===== src/design/core_irq_cfg.svh =====
/*
  Offsets, bit positions, reset values and fixed codes of the core interrupt unit.
  Assumes inclusion by bare name from the design files; definitions only.
*/
`ifndef CORE_IRQ_CFG_SVH
`define CORE_IRQ_CFG_SVH

// register byte offsets on the register bus
`define IRQ_OFF_CONTROL   8'h00
`define IRQ_OFF_PERIPH    8'h04
`define IRQ_OFF_EDGE      8'h08
`define IRQ_OFF_STATE     8'h0C
`define IRQ_OFF_SHADOW    8'h20
`define IRQ_SHADOW_MASK   8'hE0

// control register fields
`define IRQ_BIT_GIE       7
`define IRQ_BIT_PERIPHERAL_GROUP_ENABLE      6
`define IRQ_BIT_T0IE      5
`define IRQ_BIT_EXTIE     4
`define IRQ_BIT_PCIE      3
`define IRQ_BIT_T0IF      2
`define IRQ_BIT_EXTIF     1
`define IRQ_BIT_PCIF      0
`define IRQ_CTRL_WMASK    8'hFE
`define IRQ_CTRL_RESET    8'h00
`define IRQ_PERIPH_RESET  8'h00
`define IRQ_EDGE_RESET    1'b0

// sequencing
`define IRQ_VECTOR        15'h0004

// context layout: byte index within the shadow set
`define CTX_STATUS        3'h1
`define CTX_BSR           3'h2
`define CTX_PC_HIGH_LATCH        3'h7
`define CTX_STATUS_KEEP   8'hE7
`define CTX_BSR_KEEP      8'h1F
`define CTX_PC_HIGH_LATCH_KEEP   8'h7F
`define CTX_RESET         8'h00

// bus responses
`define AXI_OKAY          2'b00
`define AXI_SLVERR        2'b10

`endif


===== src/design/core_irq_pkg.sv =====
/*
  Types of the core interrupt unit: sequencer states and the context image.
  Assumes nothing beyond a SystemVerilog compiler.
*/
`default_nettype none
package core_irq_pkg;

  typedef enum logic [2:0] {
    ST_RUN       = 3'b001,
    ST_WAKE_STEP = 3'b010,
    ST_ENTRY     = 3'b100
  } seq_state_type;

  // bytes: 0 w, 1 status, 2 bank_select, 3/4 indirect_pointer0 lo/hi,
  // 5/6 indirect_pointer1 lo/hi, 7 pc_high_latch
  typedef logic [7:0][7:0] ctx_type;

endpackage : core_irq_pkg
`default_nettype wire


===== src/design/core_irq_ctx_if.sv =====
/*
  Carrier between the interrupt sequencer and its shadow register store.
  Assumes both ends run on the same clock.
*/
`timescale 1ns/1ps
`default_nettype none
interface core_irq_ctx_if;
  logic                  save;
  logic                  wr;
  logic [2:0]            idx;
  logic [7:0]            wdata;
  core_irq_pkg::ctx_type live;
  core_irq_pkg::ctx_type saved;

  modport ctrl  (output save, wr, idx, wdata, live, input saved);
  modport store (input save, wr, idx, wdata, live, output saved);
endinterface : core_irq_ctx_if
`default_nettype wire


===== src/design/core_irq_shadow.sv =====
/*
  Shadow register store: captures the live context on interrupt entry and
  accepts software writes to each shadow byte.
  Assumes save and wr are one-cycle strobes from the sequencer.
*/
`timescale 1ns/1ps
`default_nettype none
`include "core_irq_cfg.svh"
module core_irq_shadow (
  input wire logic       clk_i,
  input wire logic       sys_rst_i,
  core_irq_ctx_if.store  ctx
);
  import core_irq_pkg::*;

  // unimplemented bits of each byte; status drops its timeout and sleep bits
  function automatic logic [7:0] keep_mask(input logic [2:0] idx);
    case (idx)
      `CTX_STATUS: keep_mask = `CTX_STATUS_KEEP;
      `CTX_BSR:    keep_mask = `CTX_BSR_KEEP;
      `CTX_PC_HIGH_LATCH: keep_mask = `CTX_PC_HIGH_LATCH_KEEP;
      default:     keep_mask = 8'hFF;
    endcase
  endfunction : keep_mask

  ctx_type saved;

  always_ff @(posedge clk_i) begin
    if (sys_rst_i) begin
      saved <= '0;
    end else if (ctx.save) begin
      for (int i = 0; i < 8; i++) begin
        saved[i] <= ctx.live[i] & keep_mask(3'(i));
      end
    end else if (ctx.wr) begin
      saved[ctx.idx] <= ctx.wdata & keep_mask(ctx.idx);
    end
  end

  assign ctx.saved = saved;
endmodule : core_irq_shadow
`default_nettype wire


===== src/design/core_interrupt_unit.sv =====
/*
  Core interrupt unit: flag capture, enable gating, wake from sleep, vector
  entry sequencing and context shadowing, with an AXI4-Lite register slave.
  Assumes the core sequencer gives one cycle_i strobe per instruction cycle,
  holds sleeping_i high while asleep and pulses return_from_isr_i on return_from_isr.
*/
`timescale 1ns/1ps
`default_nettype none
`include "core_irq_cfg.svh"

// Overview of operation
// - wake branches to vector only with global enable
// - instruction after sleep runs before vectoring
// - external pin edge interrupt gated by its enable
// - edge select: set rising, clear falling
// - selected edge sets external pin flag
// - external flag with both enables vectors
// - entry pushes return program counter
// - entry copies context into shadows, status masked
// - return restores context from shadows
// - shadows readable, writable, written value restored
// - flags set regardless of any enable
// - bit 7 global enable blocks all
// - bit 6 gates peripheral group sources
// - bits 5,4,3 timer0, pin, change enables
// - bit 2 timer0 overflow flag
// - bit 1 external flag sticky until cleared
// - bit 0 read-only pin-change summary
// - peripheral enable one bit layout
// - reset clears every interrupt enable
// - entry flushes, clears global, pushes, saves, vectors
// - return pops, restores, sets global enable
// - event to vector within two to five clocks
module core_interrupt_unit #(
  parameter int ADDR_W = 8
) (
  input  wire logic                  clk_i,
  input  wire logic                  sys_rst_i,
  // register bus
  input  wire logic [ADDR_W-1:0]     s_axi_awaddr_i,
  input  wire logic                  s_axi_awvalid_i,
  output logic                       s_axi_awready_o,
  input  wire logic [31:0]           s_axi_wdata_i,
  input  wire logic [3:0]            s_axi_wstrb_i,
  input  wire logic                  s_axi_wvalid_i,
  output logic                       s_axi_wready_o,
  output logic [1:0]                 s_axi_bresp_o,
  output logic                       s_axi_bvalid_o,
  input  wire logic                  s_axi_bready_i,
  input  wire logic [ADDR_W-1:0]     s_axi_araddr_i,
  input  wire logic                  s_axi_arvalid_i,
  output logic                       s_axi_arready_o,
  output logic [31:0]                s_axi_rdata_o,
  output logic [1:0]                 s_axi_rresp_o,
  output logic                       s_axi_rvalid_o,
  input  wire logic                  s_axi_rready_i,
  // interrupt sources
  input  wire logic                  timer0_overflow_i,
  input  wire logic                  ext_pin_i,
  input  wire logic [7:0]            port_b_change_flags_i,
  input  wire logic [7:0]            periph_flags_i,
  // core sequencer
  input  wire logic                  cycle_i,
  input  wire logic                  sleeping_i,
  input  wire logic                  return_from_isr_i,
  input  wire logic [14:0]           pc_i,
  input  wire core_irq_pkg::ctx_type ctx_live_i,
  output logic                       wake_o,
  output logic                       irq_req_o,
  output logic                       flush_o,
  output logic                       push_o,
  output logic [14:0]                push_pc_o,
  output logic                       pc_load_o,
  output logic [14:0]                vector_o,
  output logic                       restore_o,
  output core_irq_pkg::ctx_type      ctx_restore_o
);
  import core_irq_pkg::*;
  localparam logic [7:0] CTRL_RESET = `IRQ_CTRL_RESET;

  function automatic logic is_shadow(input logic [ADDR_W-1:0] addr);
    is_shadow = (8'(addr) & `IRQ_SHADOW_MASK) == `IRQ_OFF_SHADOW;
  endfunction : is_shadow

  function automatic logic is_mapped(input logic [ADDR_W-1:0] addr);
    logic [7:0] a;
    a = 8'(addr);
    is_mapped = (a[1:0] == 2'b00) && (a == `IRQ_OFF_CONTROL || a == `IRQ_OFF_PERIPH ||
                a == `IRQ_OFF_EDGE || a == `IRQ_OFF_STATE || is_shadow(addr));
  endfunction : is_mapped

  core_irq_ctx_if ctx ();

  core_irq_shadow u_shadow (
    .clk_i     (clk_i),
    .sys_rst_i (sys_rst_i),
    .ctx       (ctx.store)
  );

  logic [7:0]    control;
  logic [7:3]    ctrl_enables;
  logic          t0_flag;
  logic          ext_flag;
  logic          change_sum;
  logic [7:0]    peripheral_enable_one;
  logic          ext_edge_select;
  logic          ext_prev;
  logic          in_service;
  seq_state_type state;
  seq_state_type next_state;

  logic          wr_fire;
  logic          wr_lane0;
  logic [7:0]    wr_off;
  logic          rd_fire;
  logic [7:0]    rd_off;
  logic          ext_edge;
  logic          pend_core;
  logic          pend_periph;
  logic          pending;
  logic          irq_req;
  logic          take;
  logic          ctrl_wr;

  // ---------------- register bus ----------------
  // address and data are taken together, once the previous response is gone
  assign wr_fire         = s_axi_awvalid_i & s_axi_wvalid_i & ~s_axi_bvalid_o;
  assign s_axi_awready_o = wr_fire;
  assign s_axi_wready_o  = wr_fire;
  assign wr_lane0        = wr_fire & s_axi_wstrb_i[0];
  assign wr_off          = 8'(s_axi_awaddr_i);
  assign rd_fire         = s_axi_arvalid_i & ~s_axi_rvalid_o;
  assign s_axi_arready_o = rd_fire;
  assign rd_off          = 8'(s_axi_araddr_i);
  assign ctrl_wr         = wr_lane0 && wr_off == `IRQ_OFF_CONTROL;

  always_ff @(posedge clk_i) begin
    if (sys_rst_i) begin
      s_axi_bvalid_o <= 1'b0;
      s_axi_bresp_o  <= `AXI_OKAY;
    end else if (wr_fire) begin
      s_axi_bvalid_o <= 1'b1;
      s_axi_bresp_o  <= is_mapped(s_axi_awaddr_i) ? `AXI_OKAY : `AXI_SLVERR;
    end else if (s_axi_bready_i) begin
      s_axi_bvalid_o <= 1'b0;
    end
  end

  always_ff @(posedge clk_i) begin
    if (sys_rst_i) begin
      s_axi_rvalid_o <= 1'b0;
      s_axi_rresp_o  <= `AXI_OKAY;
      s_axi_rdata_o  <= 32'h0000_0000;
    end else if (rd_fire) begin
      s_axi_rvalid_o <= 1'b1;
      s_axi_rresp_o  <= is_mapped(s_axi_araddr_i) ? `AXI_OKAY : `AXI_SLVERR;
      if (is_mapped(s_axi_araddr_i) && is_shadow(s_axi_araddr_i)) begin
        s_axi_rdata_o <= {24'h00_0000, ctx.saved[rd_off[4:2]]};
      end else begin
        case (rd_off)
          `IRQ_OFF_CONTROL: s_axi_rdata_o <= {24'h00_0000, control};
          `IRQ_OFF_PERIPH:  s_axi_rdata_o <= {24'h00_0000, peripheral_enable_one};
          `IRQ_OFF_EDGE:    s_axi_rdata_o <= {31'h0000_0000, ext_edge_select};
          `IRQ_OFF_STATE:   s_axi_rdata_o <= {27'h000_0000, state, in_service, irq_req};
          default:          s_axi_rdata_o <= 32'h0000_0000;
        endcase
      end
    end else if (s_axi_rready_i) begin
      s_axi_rvalid_o <= 1'b0;
    end
  end

  // ---------------- enables ----------------
  always_ff @(posedge clk_i) begin
    if (sys_rst_i) begin
      peripheral_enable_one <= `IRQ_PERIPH_RESET;
    end else if (wr_lane0 && wr_off == `IRQ_OFF_PERIPH) begin
      peripheral_enable_one <= s_axi_wdata_i[7:0];
    end
  end

  always_ff @(posedge clk_i) begin
    if (sys_rst_i) begin
      ext_edge_select <= `IRQ_EDGE_RESET;
    end else if (wr_lane0 && wr_off == `IRQ_OFF_EDGE) begin
      ext_edge_select <= s_axi_wdata_i[0];
    end
  end

  // writable control bits 7..1; hardware entry/return override the global bit
  always_ff @(posedge clk_i) begin
    if (sys_rst_i) begin
      ctrl_enables <= CTRL_RESET[`IRQ_BIT_GIE:`IRQ_BIT_PCIE];
    end else begin
      if (ctrl_wr) begin
        ctrl_enables <= s_axi_wdata_i[`IRQ_BIT_GIE:`IRQ_BIT_PCIE];
      end
      if (state == ST_ENTRY) begin
        ctrl_enables[`IRQ_BIT_GIE] <= 1'b0;
      end else if (return_from_isr_i) begin
        ctrl_enables[`IRQ_BIT_GIE] <= 1'b1;
      end
    end
  end

  // ---------------- flags ----------------
  // synchronous pin: one stage of history gives the edge
  always_ff @(posedge clk_i) begin
    if (sys_rst_i) begin
      ext_prev <= 1'b0;
    end else begin
      ext_prev <= ext_pin_i;
    end
  end

  assign ext_edge = ext_edge_select ? (ext_pin_i & ~ext_prev) : (~ext_pin_i & ext_prev);

  // a set in the same cycle as a software clear wins
  always_ff @(posedge clk_i) begin
    if (sys_rst_i) begin
      t0_flag <= CTRL_RESET[`IRQ_BIT_T0IF];
    end else if (timer0_overflow_i) begin
      t0_flag <= 1'b1;
    end else if (ctrl_wr) begin
      t0_flag <= s_axi_wdata_i[`IRQ_BIT_T0IF];
    end
  end

  always_ff @(posedge clk_i) begin
    if (sys_rst_i) begin
      ext_flag <= CTRL_RESET[`IRQ_BIT_EXTIF];
    end else if (ext_edge) begin
      ext_flag <= 1'b1;
    end else if (ctrl_wr) begin
      ext_flag <= s_axi_wdata_i[`IRQ_BIT_EXTIF];
    end
  end

  // summary follows the change flags; writes do not touch it
  always_ff @(posedge clk_i) begin
    if (sys_rst_i) begin
      change_sum <= CTRL_RESET[`IRQ_BIT_PCIF];
    end else begin
      change_sum <= |port_b_change_flags_i;
    end
  end

  assign control = {ctrl_enables, t0_flag, ext_flag, change_sum};

  // ---------------- request ----------------
  assign pend_core = (control[`IRQ_BIT_T0IE]  & control[`IRQ_BIT_T0IF])  |
                     (control[`IRQ_BIT_EXTIE] & control[`IRQ_BIT_EXTIF]) |
                     (control[`IRQ_BIT_PCIE]  & control[`IRQ_BIT_PCIF]);
  assign pend_periph = control[`IRQ_BIT_PERIPHERAL_GROUP_ENABLE] & |(peripheral_enable_one & periph_flags_i);
  assign pending     = pend_core | pend_periph;
  assign irq_req     = control[`IRQ_BIT_GIE] & pending;
  assign irq_req_o   = irq_req;

  // wake needs only the source's own enables, not the global one
  always_ff @(posedge clk_i) begin
    if (sys_rst_i) begin
      wake_o <= 1'b0;
    end else begin
      wake_o <= sleeping_i & pending;
    end
  end

  // ---------------- sequencer ----------------
  assign take = irq_req & cycle_i & ~sleeping_i;

  always_comb begin
    next_state = state;
    case (state)
      ST_RUN: begin
        if (sleeping_i && pending) begin
          next_state = ST_WAKE_STEP;
        end else if (take) begin
          next_state = ST_ENTRY;
        end
      end
      ST_WAKE_STEP: begin
        // the instruction after sleep completes at the first strobe awake
        if (cycle_i && !sleeping_i) begin
          next_state = irq_req ? ST_ENTRY : ST_RUN;
        end
      end
      ST_ENTRY: begin
        next_state = ST_RUN;
      end
      default: begin
        next_state = ST_RUN;
      end
    endcase
  end

  always_ff @(posedge clk_i) begin
    if (sys_rst_i) begin
      state <= ST_RUN;
    end else begin
      state <= next_state;
    end
  end

  always_ff @(posedge clk_i) begin
    if (sys_rst_i) begin
      push_pc_o <= 15'h0000;
    end else if (next_state == ST_ENTRY && state != ST_ENTRY) begin
      push_pc_o <= pc_i;
    end
  end

  always_ff @(posedge clk_i) begin
    if (sys_rst_i) begin
      in_service <= 1'b0;
    end else if (state == ST_ENTRY) begin
      in_service <= 1'b1;
    end else if (return_from_isr_i) begin
      in_service <= 1'b0;
    end
  end

  always_ff @(posedge clk_i) begin
    if (sys_rst_i) begin
      restore_o <= 1'b0;
    end else begin
      restore_o <= return_from_isr_i;
    end
  end

  assign flush_o       = state == ST_ENTRY;
  assign push_o        = state == ST_ENTRY;
  assign pc_load_o     = state == ST_ENTRY;
  assign vector_o      = `IRQ_VECTOR;
  assign ctx_restore_o = ctx.saved;

  // shadow store access: capture on entry, software bytes otherwise
  assign ctx.save  = state == ST_ENTRY;
  assign ctx.wr    = wr_lane0 & is_mapped(s_axi_awaddr_i) & is_shadow(s_axi_awaddr_i);
  assign ctx.idx   = wr_off[4:2];
  assign ctx.wdata = s_axi_wdata_i[7:0];
  assign ctx.live  = ctx_live_i;

endmodule : core_interrupt_unit
`default_nettype wire


===== config.mk =====
export PLATFORM = sky130hd
export DESIGN_NAME = core_interrupt_unit
export DESIGN_NICKNAME = d
export VERILOG_FILES = /design/src/design/core_irq_pkg.sv /design/src/design/core_irq_ctx_if.sv /design/src/design/core_irq_shadow.sv /design/src/design/core_interrupt_unit.sv
export VERILOG_INCLUDE_DIRS = /design/src /design/src/design
export SDC_FILE = /design/constraint.sdc
export NUM_CORES = 1
export LEC_CHECK = 0
export BUFFER_PORTS_ARGS = -buffer_cell sky130_fd_sc_hd__buf_2
export CAP_MARGIN = 0
export CORE_MARGIN = 5
export CORE_UTILIZATION = 25
export DETAILED_ROUTE_END_ITERATION = 10
export PLACE_DENSITY = 0.59
export SLEW_MARGIN = 25
export SYNTH_ARGS = -nofsm -noshare
export SYNTH_HDL_FRONTEND = slang
export SYNTH_SLANG_ARGS = --single-unit

===== constraint.sdc =====
create_clock -name clk_i -period 3 [get_ports clk_i]
set_clock_uncertainty 0.2 [all_clocks]
set_input_delay 0.6 -clock clk_i [delete_from_list [all_inputs] [get_ports clk_i]]
set_output_delay 0.6 -clock clk_i [all_outputs]
set_load 0.05 [all_outputs]

==> results.tsv, run 1 <==
metric	value	unit
cts_root_buf	clkbuf_16	
worst_pin_slew	696	ps
whs_path_depth	2	
gp_congestion	0.871	
maxSlewViolCount	0	
grt_pass1_vias	5603	
cts_buffers	17	
critPathCaptureType	output pin	
syn-mean-instance-area	8.99	um^2
wire_per_inst	19.1	um
rsz0062_at_grt	false	
power	3.84	mW
synth.cell_area	5860	um^2
peakVddDrop	366	uV
ys.flop_type	dfxtp_1	
drv_cap	0	
cts_buffer_depth	2	
cts_tree	yes	
dieArea	26600	um^2
antenna_found_initial	1	
tns	0	ps
path_clk_slew	50	ps
async_flop_share	0	
crit_path_max_fanout	4	
n_antenna_cell	0	
dp_hpwl	17.9	mm
cp.arrival	1990	ps
fin_crit_sh	0.931	
start_kind	register	
min_path_type	in2reg	
yosysWarnings	0	
grt_max_degree	63	
hold_end	s_axi_rvalid_o	
initial_core_util	0.252	
reg2reg_depth	6	
track_usage	0.166	
placementRows	56	
netlist_instances	652	
worstSetupPathType	reg2out	
ant_nets	0	
drt_iter0_drc	373	
r2r_slack	620	ps
fp.coreArea	23300	um^2
htreeDepth	4	
status	finished, final reports clean	
whs	179	ps
slew_headroom	0.534	
portBuffers	225	
routed_wl	22.9	mm
final_layout_size_suffix_gt1_frac	0.339	
drc	0	
syn2layout_area_growth	31.8	%
hold_path_startpoint	s_axi_rready_i	
power_density	498	nW/um^2
setup_viol	0	
mostFrequentLayoutCell	buf_2	
clock-sinks	115	
ys_seq_area_frac	0.393	
gr-total-overflow	0	
crit_required	2200	ps
final_cell_mix	buf_2, dfxtp_1, nor2_1, mux2i_1, nand2_1	
ys_types	54	
die_w	163	um
dr.pass1.iters	5	
fin_nets	1026	
finalCriticalPeriod	2790	ps
power.leakage	3.59	nW
io_pins	300	
finalHoldViolCount	0	
insertion_delay	420	ps
dr_total_vias	5812	
die_h	163	um
viasPerCell	4.85	
regToRegStartpoint	s_axi_bvalid_o	
cts_setup_buffers	0	
grt_pass1_wl	33.7	mm
synth_edf_count	0	
r2r-end	u_shadow.ctx.saved[31]	
fmax	0.358	GHz
synth_seq_cells	115	
state kept, by name (all words and copies together), names as in the netlist, 3 cells and up:
name                   count
state                      3
s_axi_rdata_o              8
u_shadow.ctx.saved        64
ctrl_enables               5
peripheral_enable_one      8
push_pc_o                 15
Yosys cell counts, types with 12 or more instances:
master | n | area [um^2]
a211oi_1 | 18 | 135
a21oi_1 | 13 | 65.1
a22oi_1 | 30 | 225
a311oi_1 | 21 | 184
buf_4 | 44 | 330
clkbuf_1 | 36 | 135
dfxtp_1 | 115 | 2300
mux2i_1 | 63 | 631
nand2_1 | 52 | 195
nand2b_1 | 34 | 213
nand3_1 | 19 | 95.1
nor2_1 | 67 | 251
nor2b_1 | 12 | 75.1
o22ai_1 | 32 | 200
critical path: stages, from the launching register on:
cell,delay (ps)
dfxtp_1,330
a22o_1,210
a221oi_1,280
a21boi_0,260
nor2_2,220
nor2b_1,70
buf_2,210
area by class of cell:
| cell class | count | area [um^2] |
|---|---|---|
| multi-input cells | 484 | 3180 |
| well taps | 319 | 399 |
| repair buffers | 246 | 1300 |
| inverters | 3 | 11.3 |
| clock buffers | 22 | 474 |
| flip-flops and latches | 115 | 2300 |
| clock inverters | 10 | 58.8 |
| fillers | 2541 | 15500 |
what timing repair did:
item | 4_1_cts | 5_1_grt
endpoints found under the setup margin | 0 | 1
hold buffers | 0 | 0
resized for setup | 0 | 1
where the power goes:
group | internal (mW) | leakage, nW | switching [mW]
clock network | 1.11 | 0.265 | 0.717
registers | 1.54 | 0.930 | 0.0105
logic | 0.130 | 2.39 | 0.333
total | 2.78 | 3.59 | 1.06
kinds of logic after synthesis:
logic type / Yosys count / synth area share
and+or+nand+nor: 224 / 0.193
AOI/OAI and AO/OA: 146 / 0.180
DFF: 115 / 0.393
buffers and inverters: 92 / 0.0911
muxes: 71 / 0.138
xor gates and xnor gates: 2 / 0.00299
other: 2 / 0.00128
through the flow:
step,cells,util,area (um^2),worst slack [ps]
2_1_floorplan,691,-,6010,158
6_report,1199,0.332,7720,207
3_5_place_dp,1167,0.309,7190,232
5_1_grt,1199,0.332,7720,32.0
3_3_place_gp,1167,0.309,7190,232
4_1_cts,1199,0.332,7720,153
worst max-delay path by stage:
stage / startpoint / end / cells past startpoint
after global routing: peripheral_enable_one[0] / irq_req_o / 6
final: peripheral_enable_one[0] / irq_req_o / 6
after global placement: periph_flags_i[3] / irq_req_o / 7
after floorplan: state[1] / pc_load_o / 6
after detailed placement: s_axi_awaddr_i[7] / u_shadow.ctx.saved[31] / 7
after CTS: peripheral_enable_one[0] / irq_req_o / 6
metal layers:
metal / global-route usage / part of all wire / vias up
met4: 0.0629 / 0.034 / 2
met1: 0.210 / 0.43 / 2765
li1: - / - / 2742
met3: 0.0484 / 0.064 / 44
met2: 0.268 / 0.47 / 259
met5: 0 / 0.00057 / -
Note: power is estimated with default switching activity, not from simulation.
==> run 2, diff against run 1 <==
- clock period: 3 -> 3.5 ns (I/O delays scaled with it)
==> run 2 against run 1 <==
Compared with the run above:
- sequential share of layout area grew 0.073 points
- total power decreased by 11%
- sequential power down 15%
- hold slack improved by 91 ps
- first-iteration DRC count grew 4.0%
- non-clock buffer count is 7 lower
- cell count decreased by 0.42%
- largest cell class unchanged
==> results.tsv, run 2 (synthesis results as in run 1) <==
metric	value	unit
track_usage	0.166	
cts_root_buf	clkbuf_16	
htreeDepth	4	
clock-sinks	115	
portBuffers	225	
peakVddDrop	304	uV
grt_pass1_vias	5533	
die_w	163	um
slew_headroom	0.434	
routed_wl	22.8	mm
tns	0	ps
ant_nets	0	
status	finished, final reports clean	
fp.coreArea	23300	um^2
final_layout_size_suffix_gt1_frac	0.333	
dp.cells	1160	
gr-total-overflow	0	
viasPerCell	4.78	
dp_hpwl	17.6	mm
setup_viol	0	
grt_pass1_wl	33.5	mm
critPathCaptureType	output pin	
drt_iter0_drc	388	
worstSetupPathType	in2out	
dieArea	26600	um^2
min_path_type	reg2reg	
syn2layout_area_growth	31.5	%
placementRows	56	
maxSlewViolCount	0	
rsz0062_at_grt	false	
largest_register_ffs	64	
start_kind	input pin	
finalCriticalPeriod	2990	ps
cts_tree	yes	
top_register	u_shadow.ctx.saved	
mostFrequentLayoutCell	buf_2	
wire_per_inst	19.1	um
final_cell_mix	buf_2, dfxtp_1, nor2_1, mux2i_1, nand2_1	
holdBufCountCts	0	
path_clk_slew	50	ps
cts_setup_buffers	0	
dr_total_vias	5708	
die_h	163	um
finalHoldViolCount	0	
cp.arrival	2090	ps
grt_max_degree	91	
antenna_found_initial	6	
initial_core_util	0.252	
fin_cells	1194	
cts_buffers	17	
fin_nets	1019	
fillers	2552	
power.leakage	3.56	nW
insertion_delay	420	ps
crit_required	2600	ps
fmax	0.335	GHz
io_pins	300	
fin_crit_sh	0.854	
gp_congestion	0.835	
dr.pass1.iters	5	
power	3.40	mW
cts_buffer_depth	2	
drv_cap	0	
power_density	442	nW/um^2
ctsResizeCount	0	
worst_pin_slew	849	ps
crit_path_max_fanout	4	
top_regs	u_shadow.ctx.saved x64, push_pc_o x15	
drc	0	
[run 2: cell count changes in the layout (fill, tap and decap cells not counted), sizes merged]
cell | previous run | this run
buf | 246 | 239
clkinv | 8 | 4
clkinvlp | 2 | 3
diode | 0 | 3
bufinv | 0 | 1
clkbuf | 22 | 23
[run 2: metrics by stage]
stage | instance area [um^2] | hold slack (ps) | worst slack, ps | utilization
after floorplan | 6010 | 250 | 558 | -
after global routing | 7710 | 291 | 388 | 0.331
after CTS | 7700 | 276 | 499 | 0.331
after global placement | 7120 | 253 | 506 | 0.306
after detailed placement | 7120 | 266 | 501 | 0.306
final | 7710 | 269 | 511 | 0.331
[run 2: cell type report]
type	instances	area (um^2)	share of cell area
antenna	3	7.51	0.000974
clock buffer	23	498	0.0646
clock inverter	8	76.3	0.00990
inverter	3	11.3	0.00146
multi-input combinational	484	3180	0.412
sequential	115	2300	0.299
tap	319	399	0.0518
timing repair buffer	239	1230	0.160
[run 2: per-layer routing]
layer	wire length, um	global-route usage	vias up	part of all wire
met5	28	0	-	0.0012
met1	9880	0.213	2683	0.43
met2	10700	0.267	245	0.47
met3	1580	0.0464	42	0.069
met4	625	0.0633	6	0.027
li1	-	-	2732	-
[run 2: final timing paths]
kind                                   startpoint                endpoint  slack (ps)  cells after the start
worst max-delay path            periph_flags_i[0]               irq_req_o         510                      7
worst min-delay path             s_axi_rresp_o[1]        s_axi_rresp_o[1]         270                      2
worst max register to register     s_axi_bvalid_o  u_shadow.ctx.saved[63]         980                      4
worst min register to register   s_axi_rresp_o[1]        s_axi_rresp_o[1]         270                      2
[run 2: worst max-delay path: stages]
cell and delay, ps:
buf_2 100, a22o_1 210, a221oi_1 280, a21boi_0 230, nor2_1 270, nor2b_1 70
buf_2 220
[run 2: report_power, final]
group          switching [mW]  total [mW]  internal [mW]
combinational           0.283       0.393          0.109
sequential            0.00857        1.33           1.32
clock                   0.616        1.68           1.06
total                   0.908        3.40           2.50
